## src/pkg/cardrp_pkg.sv

```systemverilog
// Constants shared by the card reader/punch control latch bank.
// Assumes the microprogram drives set/reset words on the CPU clock.
package cardrp_pkg;
  localparam int          LATCH_W        = 8;
  localparam logic [3:0]  DEC_READER     = 4'hB;
  localparam logic [3:0]  DEC_PUNCH      = 4'hF;
  localparam logic [3:0]  DEC_SHARED     = 4'hD;
  localparam logic [3:0]  DEC_DIAG       = 4'h9;
  localparam logic [7:0]  LATCH_RESET    = 8'h00;
  localparam logic [7:0]  DIAG_USED_MASK = 8'h0F;
  localparam logic [7:0]  SHARED_NO_CLR  = 8'h2A;
  localparam logic [2:0]  SHIFT_LAST     = 3'h7;
  localparam logic [2:0]  SHIFT_ZERO     = 3'h0;
  localparam int          SYNC_N         = 3;
  // Reader and punch latch bit positions
  localparam int B_CHECK    = 0;
  localparam int B_FEED     = 1;
  localparam int B_STK2     = 2;
  localparam int B_STK3     = 3;
  localparam int B_VALID    = 4;
  localparam int B_SENSESET = 5;
  localparam int B_RESTART  = 5;
  localparam int B_STATUS   = 6;
  localparam int B_QUEUED   = 7;
  // Shared latch bit positions
  localparam int S_DROP_RDY = 0;
  localparam int S_COMPAT   = 1;
  localparam int S_RDR_ILK  = 2;
  localparam int S_RDR_MCHK = 3;
  localparam int S_PCH_ILK  = 4;
  localparam int S_PCH_MCHK = 5;
  localparam int S_RDR_DE   = 6;
  localparam int S_PCH_DE   = 7;
  // Diagnostic latch bit positions
  localparam int D_ENABLE   = 0;
  localparam int D_SCAN     = 1;
  localparam int D_STEP     = 2;
  localparam int D_RESET    = 3;
endpackage

```

## src/design/cardrp_latches.sv

```systemverilog
// Control latch bank and punch data-out shifter of the reader/punch
// attachment. Set/reset words and storage loads come from the
// microprogram on CLK_IN; mechanism sense lines arrive asynchronously.
`timescale 1ns/100ps
module cardrp_latches (
  // Clock and reset
  input  wire logic                          CLK_IN,
  input  wire logic                          RST_B_IN,
  // Set/reset word from the microprogram
  input  wire logic                          SR_STROBE_IN,
  input  wire logic [3:0]                    SR_DECODE_IN,
  input  wire logic                          SR_SET_IN,
  input  wire logic [cardrp_pkg::LATCH_W-1:0] SR_MASK_IN,
  // Storage word into the punch data-out register
  input  wire logic                          PC_LOAD_IN,
  input  wire logic [cardrp_pkg::LATCH_W-1:0] PC_DATA_IN,
  // Channel side events, same clock
  input  wire logic                          RDR_END_IN,
  input  wire logic                          RDR_DE_IN,
  input  wire logic                          RDR_CMD_ACC_IN,
  input  wire logic                          RDR_DE_SENT_IN,
  input  wire logic                          PCH_END_IN,
  input  wire logic                          PCH_DE_IN,
  input  wire logic                          PCH_CMD_ACC_IN,
  input  wire logic                          PCH_DE_SENT_IN,
  // Mechanism sense lines, asynchronous
  input  wire logic                          RDR_MULTI_HOLE_IN,
  input  wire logic                          PCH_MULTI_HOLE_IN,
  input  wire logic                          SCAN_IMPULSE_IN,
  // Latch contents
  output logic [cardrp_pkg::LATCH_W-1:0]     RDR_LATCH_OUT,
  output logic [cardrp_pkg::LATCH_W-1:0]     PCH_LATCH_OUT,
  output logic [cardrp_pkg::LATCH_W-1:0]     SHARED_LATCH_OUT,
  output logic [cardrp_pkg::LATCH_W-1:0]     DIAG_LATCH_OUT,
  // Indicators and requests
  output logic                               RDR_SENSE_CLR_OUT,
  output logic                               PCH_SENSE_CLR_OUT,
  output logic                               RDR_CHECK_LAMP_OUT,
  output logic                               RDR_STATUS_REQ_OUT,
  output logic                               PCH_STATUS_REQ_OUT,
  output logic                               RDR_DEV_END_OUT,
  output logic                               PCH_DEV_END_OUT,
  // Punch data-out shifter
  output logic                               SHIFT_ADV_OUT,
  output logic                               SHIFT_RESET_OUT,
  output logic                               PCH_MAGNET_OUT
);
  import cardrp_pkg::*;

  logic [LATCH_W-1:0] rdr_reg, rdr_next;
  logic [LATCH_W-1:0] pch_reg, pch_next;
  logic [LATCH_W-1:0] shr_reg, shr_next;
  logic [LATCH_W-1:0] diag_reg, diag_next;
  logic [LATCH_W-1:0] pc_reg, pc_next;
  logic [2:0]         cnt_reg, cnt_next;
  logic               lamp_reg, lamp_next;
  logic               rdr_de_reg, rdr_de_next;
  logic [SYNC_N-1:0]  meta_reg, sync_reg;
  logic [SYNC_N-1:0]  async_in;

  // Word decode
  wire wr_rdr  = SR_STROBE_IN && (SR_DECODE_IN == DEC_READER);
  wire wr_pch  = SR_STROBE_IN && (SR_DECODE_IN == DEC_PUNCH);
  wire wr_shr  = SR_STROBE_IN && (SR_DECODE_IN == DEC_SHARED);
  wire wr_diag = SR_STROBE_IN && (SR_DECODE_IN == DEC_DIAG);
  wire [LATCH_W-1:0] rdr_set  = (wr_rdr && SR_SET_IN) ? SR_MASK_IN
                                                       : LATCH_RESET;
  wire [LATCH_W-1:0] rdr_clr  = (wr_rdr && !SR_SET_IN) ? SR_MASK_IN
                                                        : LATCH_RESET;
  wire [LATCH_W-1:0] pch_set  = (wr_pch && SR_SET_IN) ? SR_MASK_IN
                                                       : LATCH_RESET;
  wire [LATCH_W-1:0] pch_clr  = (wr_pch && !SR_SET_IN) ? SR_MASK_IN
                                                        : LATCH_RESET;
  wire [LATCH_W-1:0] shr_set  = (wr_shr && SR_SET_IN) ? SR_MASK_IN
                                                       : LATCH_RESET;
  // Zero writes to these bits have no effect
  wire [LATCH_W-1:0] shr_clr  = (wr_shr && !SR_SET_IN)
                                ? (SR_MASK_IN & ~SHARED_NO_CLR)
                                : LATCH_RESET;
  wire [LATCH_W-1:0] diag_set = (wr_diag && SR_SET_IN)
                                ? (SR_MASK_IN & DIAG_USED_MASK)
                                : LATCH_RESET;
  wire [LATCH_W-1:0] diag_clr = (wr_diag && !SR_SET_IN) ? SR_MASK_IN
                                                         : LATCH_RESET;

  // Synchronised mechanism lines
  wire rdr_multi = sync_reg[0];
  wire pch_multi = sync_reg[1];
  wire scan_pin  = sync_reg[2];

  wire diag_en   = diag_reg[D_ENABLE];
  wire diag_rst  = diag_en && diag_reg[D_RESET];
  // Step mode advances once per scan set
  wire step_mode = diag_en && diag_reg[D_STEP];
  wire step_hit  = diag_set[D_SCAN];
  wire scan_act  = diag_en ? diag_reg[D_SCAN] : scan_pin;
  wire shift_adv = !diag_rst && (step_mode ? (diag_en && step_hit)
                                           : scan_act);

  assign async_in = {SCAN_IMPULSE_IN, PCH_MULTI_HOLE_IN,
                     RDR_MULTI_HOLE_IN};

  // Two flops per asynchronous line
  genvar g;
  generate
    for (g = 0; g < SYNC_N; g++) begin : g_sync
      always_ff @(posedge CLK_IN or negedge RST_B_IN) begin
        if (!RST_B_IN) begin
          meta_reg[g] <= 1'b0;
          sync_reg[g] <= 1'b0;
        end else begin
          meta_reg[g] <= async_in[g];
          sync_reg[g] <= meta_reg[g];
        end
      end
    end
  endgenerate

  // Reader control latches; hardware sets win over clears
  always_comb begin
    rdr_next = (rdr_reg & ~rdr_clr) | rdr_set;
    // Zero on status also clears queued
    if (rdr_clr[B_STATUS]) begin
      rdr_next[B_QUEUED] = rdr_set[B_QUEUED];
    end
    if (rdr_multi) begin
      rdr_next[B_VALID] = 1'b1;
    end
    // Status at channel or device end
    if (RDR_END_IN) begin
      rdr_next[B_STATUS] = 1'b1;
    end
  end

  // Check lamp only with check latch on
  always_comb begin
    lamp_next = lamp_reg;
    if (rdr_set[B_SENSESET] && rdr_next[B_CHECK]) begin
      lamp_next = 1'b1;
    end else if (!rdr_next[B_CHECK]) begin
      lamp_next = 1'b0;
    end
  end

  // Zero on queued clears reader device end
  assign rdr_de_next = RDR_DE_IN || (rdr_de_reg && !rdr_clr[B_QUEUED]);

  // Punch control latches
  always_comb begin
    pch_next = (pch_reg & ~pch_clr) | pch_set;
    // Zero on status clears queued too
    if (pch_clr[B_STATUS]) begin
      pch_next[B_QUEUED] = pch_set[B_QUEUED];
    end
    if (pch_multi) begin
      pch_next[B_VALID] = 1'b1;
    end
    // Status at channel or device end
    if (PCH_END_IN) begin
      pch_next[B_STATUS] = 1'b1;
    end
  end

  // Shared latches
  always_comb begin
    shr_next = (shr_reg & ~shr_clr) | shr_set;
    // Interlocks follow command and device end
    if (RDR_DE_SENT_IN) begin
      shr_next[S_RDR_ILK] = 1'b0;
    end
    if (RDR_CMD_ACC_IN) begin
      shr_next[S_RDR_ILK] = 1'b1;
    end
    if (PCH_DE_SENT_IN) begin
      shr_next[S_PCH_ILK] = 1'b0;
    end
    if (PCH_CMD_ACC_IN) begin
      shr_next[S_PCH_ILK] = 1'b1;
    end
    shr_next[S_RDR_DE] = rdr_de_next;
    // Zero on punch status clears punch device end
    shr_next[S_PCH_DE] = PCH_DE_IN ||
                         (shr_reg[S_PCH_DE] && !pch_clr[B_STATUS]);
  end

  assign diag_next = (diag_reg & ~diag_clr) | diag_set;

  // Load a storage word, then shift out MSB first
  always_comb begin
    pc_next  = pc_reg;
    cnt_next = cnt_reg;
    if (diag_rst) begin
      pc_next  = LATCH_RESET;
      cnt_next = SHIFT_ZERO;
    end else if (PC_LOAD_IN) begin
      pc_next  = PC_DATA_IN;
      cnt_next = SHIFT_ZERO;
    end else if (shift_adv) begin
      pc_next  = {pc_reg[LATCH_W-2:0], 1'b0};
      cnt_next = (cnt_reg == SHIFT_LAST) ? SHIFT_ZERO
                                         : cnt_reg + 3'h1;
    end
  end

  always_ff @(posedge CLK_IN or negedge RST_B_IN) begin
    if (!RST_B_IN) begin
      rdr_reg    <= LATCH_RESET;
      pch_reg    <= LATCH_RESET;
      shr_reg    <= LATCH_RESET;
      diag_reg   <= LATCH_RESET;
      pc_reg     <= LATCH_RESET;
      cnt_reg    <= SHIFT_ZERO;
      lamp_reg   <= 1'b0;
      rdr_de_reg <= 1'b0;
    end else begin
      rdr_reg    <= rdr_next;
      pch_reg    <= pch_next;
      shr_reg    <= shr_next;
      diag_reg   <= diag_next;
      pc_reg     <= pc_next;
      cnt_reg    <= cnt_next;
      lamp_reg   <= lamp_next;
      rdr_de_reg <= rdr_de_next;
    end
  end

  // Registered outputs; status requests and shift reset lag their latches by one cycle
  always_ff @(posedge CLK_IN or negedge RST_B_IN) begin
    if (!RST_B_IN) begin
      RDR_SENSE_CLR_OUT  <= 1'b0;
      PCH_SENSE_CLR_OUT  <= 1'b0;
      RDR_STATUS_REQ_OUT <= 1'b0;
      PCH_STATUS_REQ_OUT <= 1'b0;
      SHIFT_ADV_OUT      <= 1'b0;
      SHIFT_RESET_OUT    <= 1'b0;
    end else begin
      // Zero on reader check clears sense byte
      RDR_SENSE_CLR_OUT  <= rdr_clr[B_CHECK];
      // Zero on punch check clears sense byte
      PCH_SENSE_CLR_OUT  <= pch_clr[B_CHECK];
      RDR_STATUS_REQ_OUT <= rdr_reg[B_STATUS] && !rdr_reg[B_QUEUED];
      PCH_STATUS_REQ_OUT <= pch_reg[B_STATUS] && !pch_reg[B_QUEUED];
      SHIFT_ADV_OUT      <= shift_adv;
      SHIFT_RESET_OUT    <= diag_rst;
    end
  end

  // Feed, stacker, restart, drop-ready and compatibility bits
  // reach the mechanism through the latch outputs themselves.
  // Latches drive the mechanism
  assign RDR_LATCH_OUT      = rdr_reg;
  assign PCH_LATCH_OUT      = pch_reg;
  assign SHARED_LATCH_OUT   = shr_reg;
  assign DIAG_LATCH_OUT     = diag_reg;
  assign RDR_CHECK_LAMP_OUT = lamp_reg;
  assign RDR_DEV_END_OUT    = rdr_de_reg;
  assign PCH_DEV_END_OUT    = shr_reg[S_PCH_DE];
  assign PCH_MAGNET_OUT     = pc_reg[LATCH_W-1];
endmodule

```

## config.mk

```make
export PLATFORM = sky130hd
export DESIGN_NAME = cardrp_latches
export DESIGN_NICKNAME = d
export VERILOG_FILES = /design/src/pkg/cardrp_pkg.sv /design/src/design/cardrp_latches.sv
export SDC_FILE = /design/constraint.sdc
export NUM_CORES = 1
export LEC_CHECK = 0
export BUFFER_PORTS_ARGS = -buffer_cell sky130_fd_sc_hd__buf_2
export CAP_MARGIN = 0
export CORE_ASPECT_RATIO = 1.1
export CORE_UTILIZATION = 40
export DETAILED_ROUTE_END_ITERATION = 10
export PLACE_DENSITY = 0.66
export SYNTH_ARGS = -nofsm -noshare
export SYNTH_HDL_FRONTEND = slang
export SYNTH_SLANG_ARGS = --single-unit
```

## constraint.sdc

```tcl
create_clock -name CLK_IN -period 1.4 [get_ports CLK_IN]
set_clock_uncertainty 0.05 [all_clocks]
set_input_delay 0.07 -clock CLK_IN [delete_from_list [all_inputs] [get_ports CLK_IN]]
set_output_delay 0.07 -clock CLK_IN [all_outputs]
set_load 0.005 [all_outputs]
```

## Word-level counts from Yosys, hierarchy flattened

Index checks and enable logic that the tools add are counted.

- Register bits: 54
- Output and inout bits: 42
- Input port bits: 36

- Reduce and logical (&&, ||, !) cells: 30
- Equal/unequal tests: 5
- Multiplexer cells: 25
- Bitwise logic cells: 12

Operators with widths:

| kind | number |
|---|---|
| 8-bit two-way mux | 8 |
| 8-bit AND | 3 |
| 8-bit NOT | 3 |
| 1-bit logical AND | 21 |
| 4-bit == test, second input constant | 4 |
| 8-bit OR | 2 |
| 1-bit two-way mux | 14 |
| 8-bit by 4-bit OR with 8-bit output | 1 |
| 6-bit AND | 1 |
| 1-bit logical NOT | 6 |
| 6-bit two-way mux | 1 |
| 6-bit NOT | 1 |
| 6-bit OR | 1 |
| 5-bit two-way mux | 1 |
| 4-bit two-way mux | 1 |
| 3-bit nonzero test | 1 |
| 1-bit logical OR | 2 |
| 2-bit by 1-bit != test with 1-bit output, second input constant | 1 |

## Logic depth before layout (Yosys ltp)

Gate-level depths: netlist (run 1).

- Depth in word-level cells: 10
- Mapped depth: 5
- Mapped depth without buffers: 4

## Worst setup path before layout (run 1)

OpenSTA, ideal clock, no wires.

- Path kind: register to register
- Start: register diag_reg[0], in the netlist DIAG_LATCH_OUT[0]
- End: register pc_reg[1]
- Stages on the path, launching flop included: 5
- Path buffers: 0
- Data arrival time: 1075 ps
- Slack: 150 ps
- Cell sequence: dfrtp_1 > nor2_1 > nor2_1 > nand2_1 > o21ai_1

- Word-level cells in the longest chain between the ends: 4

Ends and longest elaborated chain:

| element | line | text |
|---|---|---|
| start, declared | cardrp_latches.sv:53 | `logic [LATCH_W-1:0] diag_reg, diag_next;` |
| start signal, assigned | cardrp_latches.sv:219 | `diag_reg <= diag_next;` |
| 1-bit two-way mux, or another cell as far along | cardrp_latches.sv:96 | `wire scan_act = diag_en ? diag_reg[D_SCAN] : scan_pin;` |
| 1-bit two-way mux / 1-bit logical NOT (equally long branches) | cardrp_latches.sv:97 | `wire shift_adv = !diag_rst && (step_mode ? (diag_en && step_hit)` |
| 1-bit logical AND | cardrp_latches.sv:97 |  |
| 3-bit nonzero test (no line) | - |  |
| end signal, assigned | cardrp_latches.sv:220 | `pc_reg <= pc_next;` |
| end, declared | cardrp_latches.sv:54 | `logic [LATCH_W-1:0] pc_reg, pc_next;` |

Parallel ways exist; a longest one is shown, timed or not.
A chain may end at the register's enable or synchronous reset.

## Worst setup path in the final report (run 1)

- Start: register diag_reg[2], in the netlist DIAG_LATCH_OUT[2]
- End: register pc_reg[7]

- Word-level cells in the longest chain between the ends: 4

Ends and longest elaborated chain:

| element | line | text |
|---|---|---|
| 1-bit logical AND | cardrp_latches.sv:94 | `wire step_mode = diag_en && diag_reg[D_STEP];` |
| 1-bit two-way mux | cardrp_latches.sv:97 |  |
| 1-bit logical AND | cardrp_latches.sv:97 |  |
| 3-bit nonzero test (no line) | - |  |

Every way passes these cells.

==> flow_summary_export.csv, run 1 <==
group,metric,value,unit
power_and_ir_drop,p_leak,1.52,nW
global_routing,use_met1,0.249,
timing,min_period_over_period,0.978,
timing,clock.fmax,731,MHz
cells_and_area,mostFrequentLayoutCells,"buf_2, dfrtp_1, nand2_1, dlygate4sd3_1",
floorplanning,die_w,74.4,µm
route,vias,1847,
timing,tns,0,ns
synthesis,synth_cell_types,43,
timing,finalHoldViolCount,0,
hold_path,hp-class,"in2reg",
timing,min_period,1.37,ns
route,wl_per_cell,14.5,µm
timing,worst_pin_slew,0.373,ns
cells_and_area,fin_area,3110,µm²
global_routing,grt_overflow,0,
global_routing,grt_first_pass_wirelength,8740,µm
global_routing,met3_usage,0.0380,
clock_network,postCtsSetupRepairBufs,0,
cells_and_area,layout.nets,331,
clock_network,cts.sinks,53,
global_routing,grt_use_total,0.191,
worst_setup_path,r2r_setup_slack,0.03,ns
synthesis,synthTopCellsByArea,"dfrtp_1, mux2_4, nand2_1",
synthesis,postSynth.asyncResetShare,1.00,
power_and_ir_drop,p_per_area,1140,nW/µm²
synthesis,synth_area,2300,µm²
global_routing,grt.busiest_layer,"met2",
synthesis,yosysSeqAreaShare,0.575,
floorplanning,io_pins,78,
route,vias_per_cell,4.98,
floorplanning,dieArea,6070,µm²
synthesis,ys_ff_latch,53,
worst_setup_path,crit_required,1.53,ns
placement,dpl.hpwl,3620,µm
power_and_ir_drop,max-vdd-ir-drop,0.579,mV
route,drt_wl_total,5390,µm
placement,place_congestion,0.826,
cells_and_area,layout_commonest_cell,"buf_2",
synthesis,avgSynthCellArea,12.1,µm²
clock_network,cts_tree,"built",
placement,dpl_cell_area,2830,µm²
global_routing,grtUsageMet2,0.325,
worst_setup_path,cp_max_fo,8,
floorplanning,fp.coreArea,5470,µm²
synthesis,synthCells,190,
timing,slew-limit-headroom,0.750,
floorplanning,dieHeight,81.6,µm
power_and_ir_drop,design_power_total,3.56,mW
timing,finalSetupViolCount,0,
clock_network,clockBufferDepth,2,
job,maxCapViolations,0,
cells_and_area,diodes,0,
route,drc,0,
floorplanning,placementRows,28,
global_routing,grt_antenna_before_repair,0,
run_status,run_status,"complete, no violations",
clock_network,clock_latency,0.30,ns
synthesis,synth_ff_type,"dfrtp_1",
clock_network,path_clk_slew,0.10,ns
global_routing,grt_max_degree,54,
worst_setup_path,crit_path_end_kind,"flip-flop",
worst_setup_path,crit_arrival,1.49,ns
placement,port_buffers,77,
route,drtAntennaViolNets,0,
clock_network,htreeDepth,2,
synthesis,synth_edf_count,0,
route,drt_iter0_markers,57,
timing,slew_violations,0,
synthesis,yosysTopAreaCellShare,0.575,
clock_network,clockRootBuffer,"clkbuf_8",
timing,rsz0062_at_grt,"yes",
worst_setup_path,crit_type,"reg2reg",
route,firstDrtPassIters,4,
worst_setup_path,start_kind,"flip-flop",
synthesis,syn_nets,226,
floorplanning,start_util,0.422,
global_routing,grt_pass1_vias,1874,
clock_network,cts_made_buffers,5,
cells_and_area,drive_gt1_frac,0.426,
synthesis,yosys_warnings,0,
synthesis,synth_top_cell_by_area,"dfrtp_1",
cells_and_area,synthToLayoutAreaGrowth,35.0,%
-- report_power, final --
group	leakage, nW	switching (mW)	internal (mW)
combinational	0.827	0.389	0.435
clock	0.0512	0.499	0.402
sequential	0.642	0.107	1.73
-- through the flow --
step	hold WS, ns	instances	utilization	worst slack [ns]
after floorplan	-0.276	190	-	0.150
after global placement	0.0382	346	0.518	0.0975
after detailed placement	0.0366	346	0.518	0.0371
after CTS	0.0122	371	0.567	0.0244
after global routing	0.0357	371	0.569	-0.0115
final	0.0276	371	0.569	0.0311
-- worst max-delay path: stages, from the launching register on --
cell      delay [ns]
dfrtp_1         0.41
nand4b_1        0.18
o21a_2          0.31
a21oi_2         0.17
o221ai_1        0.12
-- synthesized netlist by cell type, types with 4 or more instances --
| master | count |
|---|---|
| a21boi_0 | 7 |
| mux2_4 | 9 |
| a21oi_1 | 5 |
| a22o_1 | 6 |
| a311o_1 | 4 |
| nor2b_1 | 8 |
| nand2_2 | 5 |
| nand3_1 | 7 |
| a31oi_1 | 8 |
| nand2_1 | 23 |
| inv_1 | 5 |
| dfrtp_1 | 53 |
-- cell families after synthesis --
family	Yosys count	share of synthesized area
AND/OR/NAND/NOR	64	0.155
buffers and inverters	11	0.0261
multiplexers	16	0.0917
flip-flops	53	0.575
AO/OA/AOI/OAI	46	0.152
-- cell type report --
| type | instances | area (µm²) |
|---|---|---|
| inverter | 5 | 18.8 |
| sequential | 53 | 1330 |
| multi-input combinational | 126 | 932 |
| clock buffer | 6 | 82.6 |
| fill | 499 | 2350 |
| timing repair buffer | 104 | 643 |
| tap | 75 | 93.8 |
| clock inverter | 2 | 13.8 |
-- routing by layer --
layer / wire (µm) / vias up / part of all wire
met3: 260 / 4 / 0.048
li1: - / 897 / -
met2: 2620 / 60 / 0.49
met4: 42 / 0 / 0.0078
met5: 0 / - / 0
met1: 2460 / 886 / 0.46
-- repair_timing --
action | in CTS | in global routing
cloned | 0 | 0
gates resized for setup | 1 | 3
endpoints found under the hold margin | 68 | 0
setup endpoints to repair | 1 | 4
hold buffers | 17 | 0
-- path summary, 6_finish.rpt --
path | cells past startpoint | end | start
max | 4 | pc_reg[7] | DIAG_LATCH_OUT[2]
min | 4 | pc_reg[2] | PC_DATA_IN[2]
max reg2reg | 4 | pc_reg[7] | DIAG_LATCH_OUT[2]
min reg2reg | 0 | rdr_multi | meta_reg[0]
max in group asynchronous | 3 | SHARED_LATCH_OUT[3] | RST_B_IN
min in group asynchronous | 3 | PCH_STATUS_REQ_OUT | RST_B_IN
No activity file was read; power rests on OpenSTA's default activity.
==> inputs of run 2 (changes only) <==
ABC_AREA = 1   (was unset)
SKIP_LAST_GASP = 1   (was unset)
==> flow_summary_export.csv, run 2 <==
group,metric,value,unit
cells_and_area,mostFrequentLayoutCells,"buf_2, nand2_1, dfrtp_1, inv_1, o21ai_0",
floorplanning,placementRows,28,
clock_network,cts_tree,"built",
clock_network,clockRootBuffer,"clkbuf_8",
route,vias_per_cell,4.66,
route,drtAntennaViolNets,0,
worst_setup_path,crit_arrival,1.48,ns
power_and_ir_drop,p_int,2.50,mW
synthesis,avgSynthCellArea,9.83,µm²
cells_and_area,diodes,0,
power_and_ir_drop,switchingPower,0.932,mW
worst_setup_path,crit_type,"reg2reg",
clock_network,path_clk_slew,0.09,ns
route,drt_iter0_markers,138,
power_and_ir_drop,swShare,0.272,
synthesis,synth_area,2270,µm²
worst_setup_path,cpPeakStageDelay,0.55,ns
power_and_ir_drop,p_seq_frac,0.532,
synthesis,yosysSeqAreaShare,0.584,
synthesis,synthCells,231,
timing,worst_pin_slew,0.307,ns
worst_setup_path,reg2reg_from,"RDR_LATCH_OUT[6]",
route,wl_met3,248,µm
power_and_ir_drop,p_per_area,1090,nW/µm²
cells_and_area,fin_util,0.581,
placement,dpl_cell_area,2750,µm²
clock_network,cts.sinks,53,
placement,dp_cells,381,
global_routing,grt_max_degree,54,
placement,place_congestion,0.754,
route,dr_wl_met2,2510,µm
job,maxCapViolations,0,
floorplanning,start_util,0.418,
synthesis,synth_edf_count,0,
worst_setup_path,cp_slowest_cell,"dlygate4sd3_1",
timing,slew_violations,0,
synthesis,synth_cell_types,30,
floorplanning,dieHeight,81.0,µm
route,drt_wl_total,5430,µm
timing,slew-limit-headroom,0.795,
synthesis,synth_ff_type,"dfrtp_1",
hold_path,hp-class,"in2reg",
hold_path,worstHoldStart,"SR_MASK_IN[4]",
synthesis,synth.most_common_cell,"nand2_1",
cells_and_area,synthToLayoutAreaGrowth,39.0,%
synthesis,yosys_warnings,0,
synthesis,ys_ff_latch,53,
timing,fin_ws,0.0645,ns
route,drt-met1-wl,2560,µm
worst_setup_path,critical-path-top-delay-family,"buffers and inverters",
placement,dpl.hpwl,3770,µm
synthesis,yosysTopAreaCellShare,0.584,
worst_setup_path,start_kind,"flip-flop",
worst_setup_path,crit_path_end_kind,"flip-flop",
floorplanning,io_pins,78,
global_routing,grt_use_total,0.192,
floorplanning,fp.coreArea,5430,µm²
worst_setup_path,crit_required,1.54,ns
power_and_ir_drop,p_leak,1.71,nW
power_and_ir_drop,power_frac_clock,0.268,
global_routing,grt_pass1_vias,1738,
cells_and_area,layout_commonest_cell,"buf_2",
placement,place_ws,0.0527,ns
cells_and_area,stdcell_count,420,
synthesis,syn_nets,267,
timing,finalSetupViolCount,0,
timing,min_period,1.34,ns
run_status,run_status,"complete, no violations",
global_routing,grt_antenna_before_repair,0,
power_and_ir_drop,max-vdd-ir-drop,0.641,mV
synthesis,postSynth.asyncResetShare,1.00,
clock_network,htreeDepth,2,
route,drc,0,
synthesis,synth_top_cell_by_area,"dfrtp_1",
power_and_ir_drop,comb_power_share,0.200,
floorplanning,die_w,73.8,µm
cells_and_area,layout.nets,380,
worst_setup_path,path_cells,"a21oi_2 -> nand2_1 -> dlygate4sd3_1",
route,top_layer,"met4",
global_routing,grt_first_pass_wirelength,8450,µm
timing,worst_hold_slack,0.0150,ns
cells_and_area,drive_gt1_frac,0.345,
synthesis,synthTopCellsByCount,"nand2_1, dfrtp_1, inv_1",
cells_and_area,fin_area,3160,µm²
worst_setup_path,cp_max_fo,3,
clock_network,clockBufferDepth,2,
route,vias,1956,
clock_network,cts_made_buffers,5,
worst_setup_path,cp_num_buf_inv,1,
synthesis,synthTopCellsByArea,"dfrtp_1, nand2_1, o21ai_0",
route,firstDrtPassIters,4,
clock_network,clock_latency,0.30,ns
timing,clock.fmax,749,MHz
timing,finalHoldViolCount,0,
placement,port_buffers,77,
timing,min_period_over_period,0.954,
route,wl_per_cell,12.9,µm
global_routing,grt_overflow,0,
floorplanning,dieArea,5980,µm²
worst_setup_path,startpoint,"RDR_LATCH_OUT[6]",
run 2: metrics by stage:
| step | power [mW] | TNS (ns) |
|---|---|---|
| floorplan | 2.14 | 0 |
| finish | 3.43 | 0 |
| global route | 3.63 | -0.0393 |
| CTS | 3.44 | 0 |
| detailed placement | 2.47 | 0 |
| global placement | 2.45 | 0 |
run 2: kinds of logic (layout without fill, tap and decap cells):
kind of cell / Yosys count / count (layout) / synth area share
buffers and inverters: 33 / 147 / 0.0595
AOI/OAI and AO/OA: 40 / 40 / 0.106
muxes: 7 / 7 / 0.0309
DFF: 53 / 53 / 0.584
and+or+nand+nor: 98 / 98 / 0.220
run 2: power groups by stage:
stage	Combinational, mW	Clock (mW)	Sequential (mW)
detailed placement	0.614	0	1.86
CTS	0.660	0.951	1.82
global route	0.773	1.00	1.85
floorplan	0.287	0	1.85
global placement	0.599	0	1.85
finish	0.688	0.919	1.82
run 2: final cells by class:
class	count	area [µm²]
clock buffer	7	96.3
clock inverter	1	5.00
fill	502	2270
inverter	30	115
multi-input combinational	145	830
sequential	53	1330
tap	75	93.8
timing repair buffer	109	691
run 2: timing repair:
| item | in CTS | in global routing |
|---|---|---|
| endpoints found under the setup margin | 0 | 10 |
| setup buffers | 0 | 10 |
| gates resized for setup | 0 | 8 |
| endpoints found under the hold margin | 74 | 0 |
| hold buffers | 21 | 0 |
run 2: final timing paths:
kind / depth (start not counted) / endpoint / slack, ns
max: 3 / RDR_LATCH_OUT[6] / 0.06
min in group asynchronous: 3 / rdr_multi / 0.24
min reg2reg: 0 / scan_pin / 0.30
max in group asynchronous: 3 / PCH_SENSE_CLR_OUT / 0.82
min: 3 / PCH_LATCH_OUT[4] / 0.01
max reg2reg: 3 / RDR_LATCH_OUT[6] / 0.06
run 2: worst min-delay path: stages:
cell and delay (ns):
buf_2 0.13, nand2_1 0.06, nand3b_1 0.07
run 2: routing by layer:
| layer | global-route usage | up-vias |
|---|---|---|
| li1 | - | 975 |
| met1 | 0.270 | 910 |
| met2 | 0.286 | 63 |
| met3 | 0.0372 | 8 |
| met4 | 0.0885 | 0 |
| met5 | 0 | - |
==> inputs of run 3 (changes only) <==
CORE_ASPECT_RATIO = unset   (was 1.1)
==> flow_summary_export.csv, run 3 (synthesized netlist as in run 2, its figures left out) <==
group,metric,value,unit
floorplanning,placementRows,27,
cells_and_area,multi_input_area,810,µm²
worst_setup_path,cp_max_fo,2,
cells_and_area,mostFrequentLayoutCells,"buf_2, nand2_1, dfrtp_1, inv_1, o21ai_0",
worst_setup_path,cp_slowest_cell,"dlygate4sd3_1",
global_routing,grt_antenna_before_repair,0,
clock_network,cts.sinks,53,
timing,fin_ws,0.0912,ns
worst_setup_path,crit_arrival,1.45,ns
power_and_ir_drop,max-vdd-ir-drop,0.585,mV
route,drt_wl_total,5230,µm
timing,slew_violations,0,
clock_network,htreeDepth,2,
cells_and_area,layout_commonest_cell,"buf_2",
global_routing,grt_pass1_vias,1808,
route,wl_per_cell,12.5,µm
timing,slew-limit-headroom,0.730,
floorplanning,dieArea,5980,µm²
floorplanning,start_util,0.415,
route,vias,1932,
timing,rsz0062_at_grt,"yes",
route,vias_per_cell,4.61,
cells_and_area,fillCellCount,502,
placement,dpl.hpwl,3760,µm
global_routing,grt_max_degree,37,
power_and_ir_drop,p_per_area,1120,nW/µm²
route,drtAntennaViolNets,0,
worst_setup_path,path_cells,"inv_1 -> a21oi_1 -> o21ai_0 -> nand2_1 -> dlygate4sd3_1",
run_status,run_status,"complete, no violations",
worst_setup_path,crit_path_end_kind,"flip-flop",
power_and_ir_drop,p_leak,1.72,nW
cells_and_area,drive_gt1_frac,0.334,
floorplanning,die_w,77.3,µm
cells_and_area,synthToLayoutAreaGrowth,39.4,%
global_routing,grt_first_pass_wirelength,8470,µm
job,maxCapViolations,0,
cells_and_area,diodes,0,
timing,min_period,1.31,ns
timing,tns,0,ns
route,drc,0,
floorplanning,dieHeight,77.3,µm
placement,place_ws,0.146,ns
clock_network,clockRootBuffer,"clkbuf_8",
global_routing,grt_overflow,0,
timing,finalHoldViolCount,0,
clock_network,clock_latency,0.29,ns
floorplanning,io_pins,78,
worst_setup_path,crit_required,1.54,ns
placement,port_buffers,77,
route,drt_iter0_markers,94,
cells_and_area,ff_latch_area,1330,µm²
clock_network,clockBufferDepth,2,
floorplanning,fp.coreArea,5470,µm²
route,firstDrtPassIters,4,
hold_path,hp-class,"in2reg",
clock_network,path_clk_slew,0.10,ns
worst_setup_path,crit_type,"reg2reg",
timing,min_period_over_period,0.935,
cells_and_area,fin_area,3170,µm²
clock_network,cts_tree,"built",
cells_and_area,layout.nets,382,
global_routing,grt_use_total,0.180,
timing,worst_pin_slew,0.405,ns
timing,finalSetupViolCount,0,
worst_setup_path,cpPeakStageDelay,0.55,ns
timing,worst_hold_slack,0.0282,ns
clock_network,cts_made_buffers,5,
placement,dpl_cell_area,2760,µm²
worst_setup_path,start_kind,"flip-flop",
placement,place_congestion,0.795,
timing,clock.fmax,764,MHz
[run 3: where the power goes]
group | switching, mW | leakage, nW | internal [mW]
Combinational | 0.345 | 1.02 | 0.331
Clock | 0.482 | 0.0574 | 0.582
Sequential | 0.107 | 0.642 | 1.72
Total | 0.934 | 1.72 | 2.63
[run 3: worst max-delay path, delay by kind of cell, from the launching register on]
| kind | cells | cell delay [ns] |
|---|---|---|
| flip-flops | 1 | 0.38 |
| AND/OR/NAND/NOR | 1 | 0.06 |
| buffers and inverters | 2 | 0.60 |
| AO/OA/AOI/OAI | 2 | 0.11 |
[run 3: routing by layer]
layer	global-route usage	share of wire	vias to the layer above	routed length (µm)
met5	0	0	-	0
met4	0.0528	0.0094	0	49
met3	0.0235	0.035	4	182
met2	0.284	0.47	50	2460
met1	0.258	0.49	893	2540
li1	-	-	985	-
[run 3: area by class of cell]
type / count / share of cell area
flip-flops and latches: 53 / 0.419
multi-input cells: 145 / 0.256
repair buffers: 111 / 0.223
inverters: 30 / 0.0363
well taps: 72 / 0.0284
clock buffers: 6 / 0.0261
clock inverters: 2 / 0.0119
[run 3: worst paths after layout]
path / start / depth (start not counted) / endpoint / slack (ns)
hold reg to reg: meta_reg[2] / 0 / scan_pin / 0.30
min in group asynchronous: RST_B_IN / 2 / SHARED_LATCH_OUT[2] / 0.18
setup reg to reg: SHARED_LATCH_OUT[2] / 5 / SHARED_LATCH_OUT[2] / 0.09
max in group asynchronous: RST_B_IN / 3 / SHARED_LATCH_OUT[1] / 0.60
setup / recovery: SHARED_LATCH_OUT[2] / 5 / SHARED_LATCH_OUT[2] / 0.09
hold / removal: SR_MASK_IN[7] / 3 / SHARED_LATCH_OUT[6] / 0.03
[run 3: per-stage QoR]
step / instances / utilization / power [mW]
final: 419 / 0.579 / 3.56
after floorplan: 231 / - / 2.14
after global routing: 419 / 0.579 / 3.77
after CTS: 409 / 0.565 / 3.59
after global placement: 380 / 0.505 / 2.47
after detailed placement: 380 / 0.505 / 2.48
[run 3: what timing repair did]
item / in CTS / in global routing
hold buffers: 21 / 0
endpoints found under the setup margin: 0 / 3
gates resized for setup: 0 / 1
hold endpoints to repair: 39 / 0
setup buffers: 0 / 10
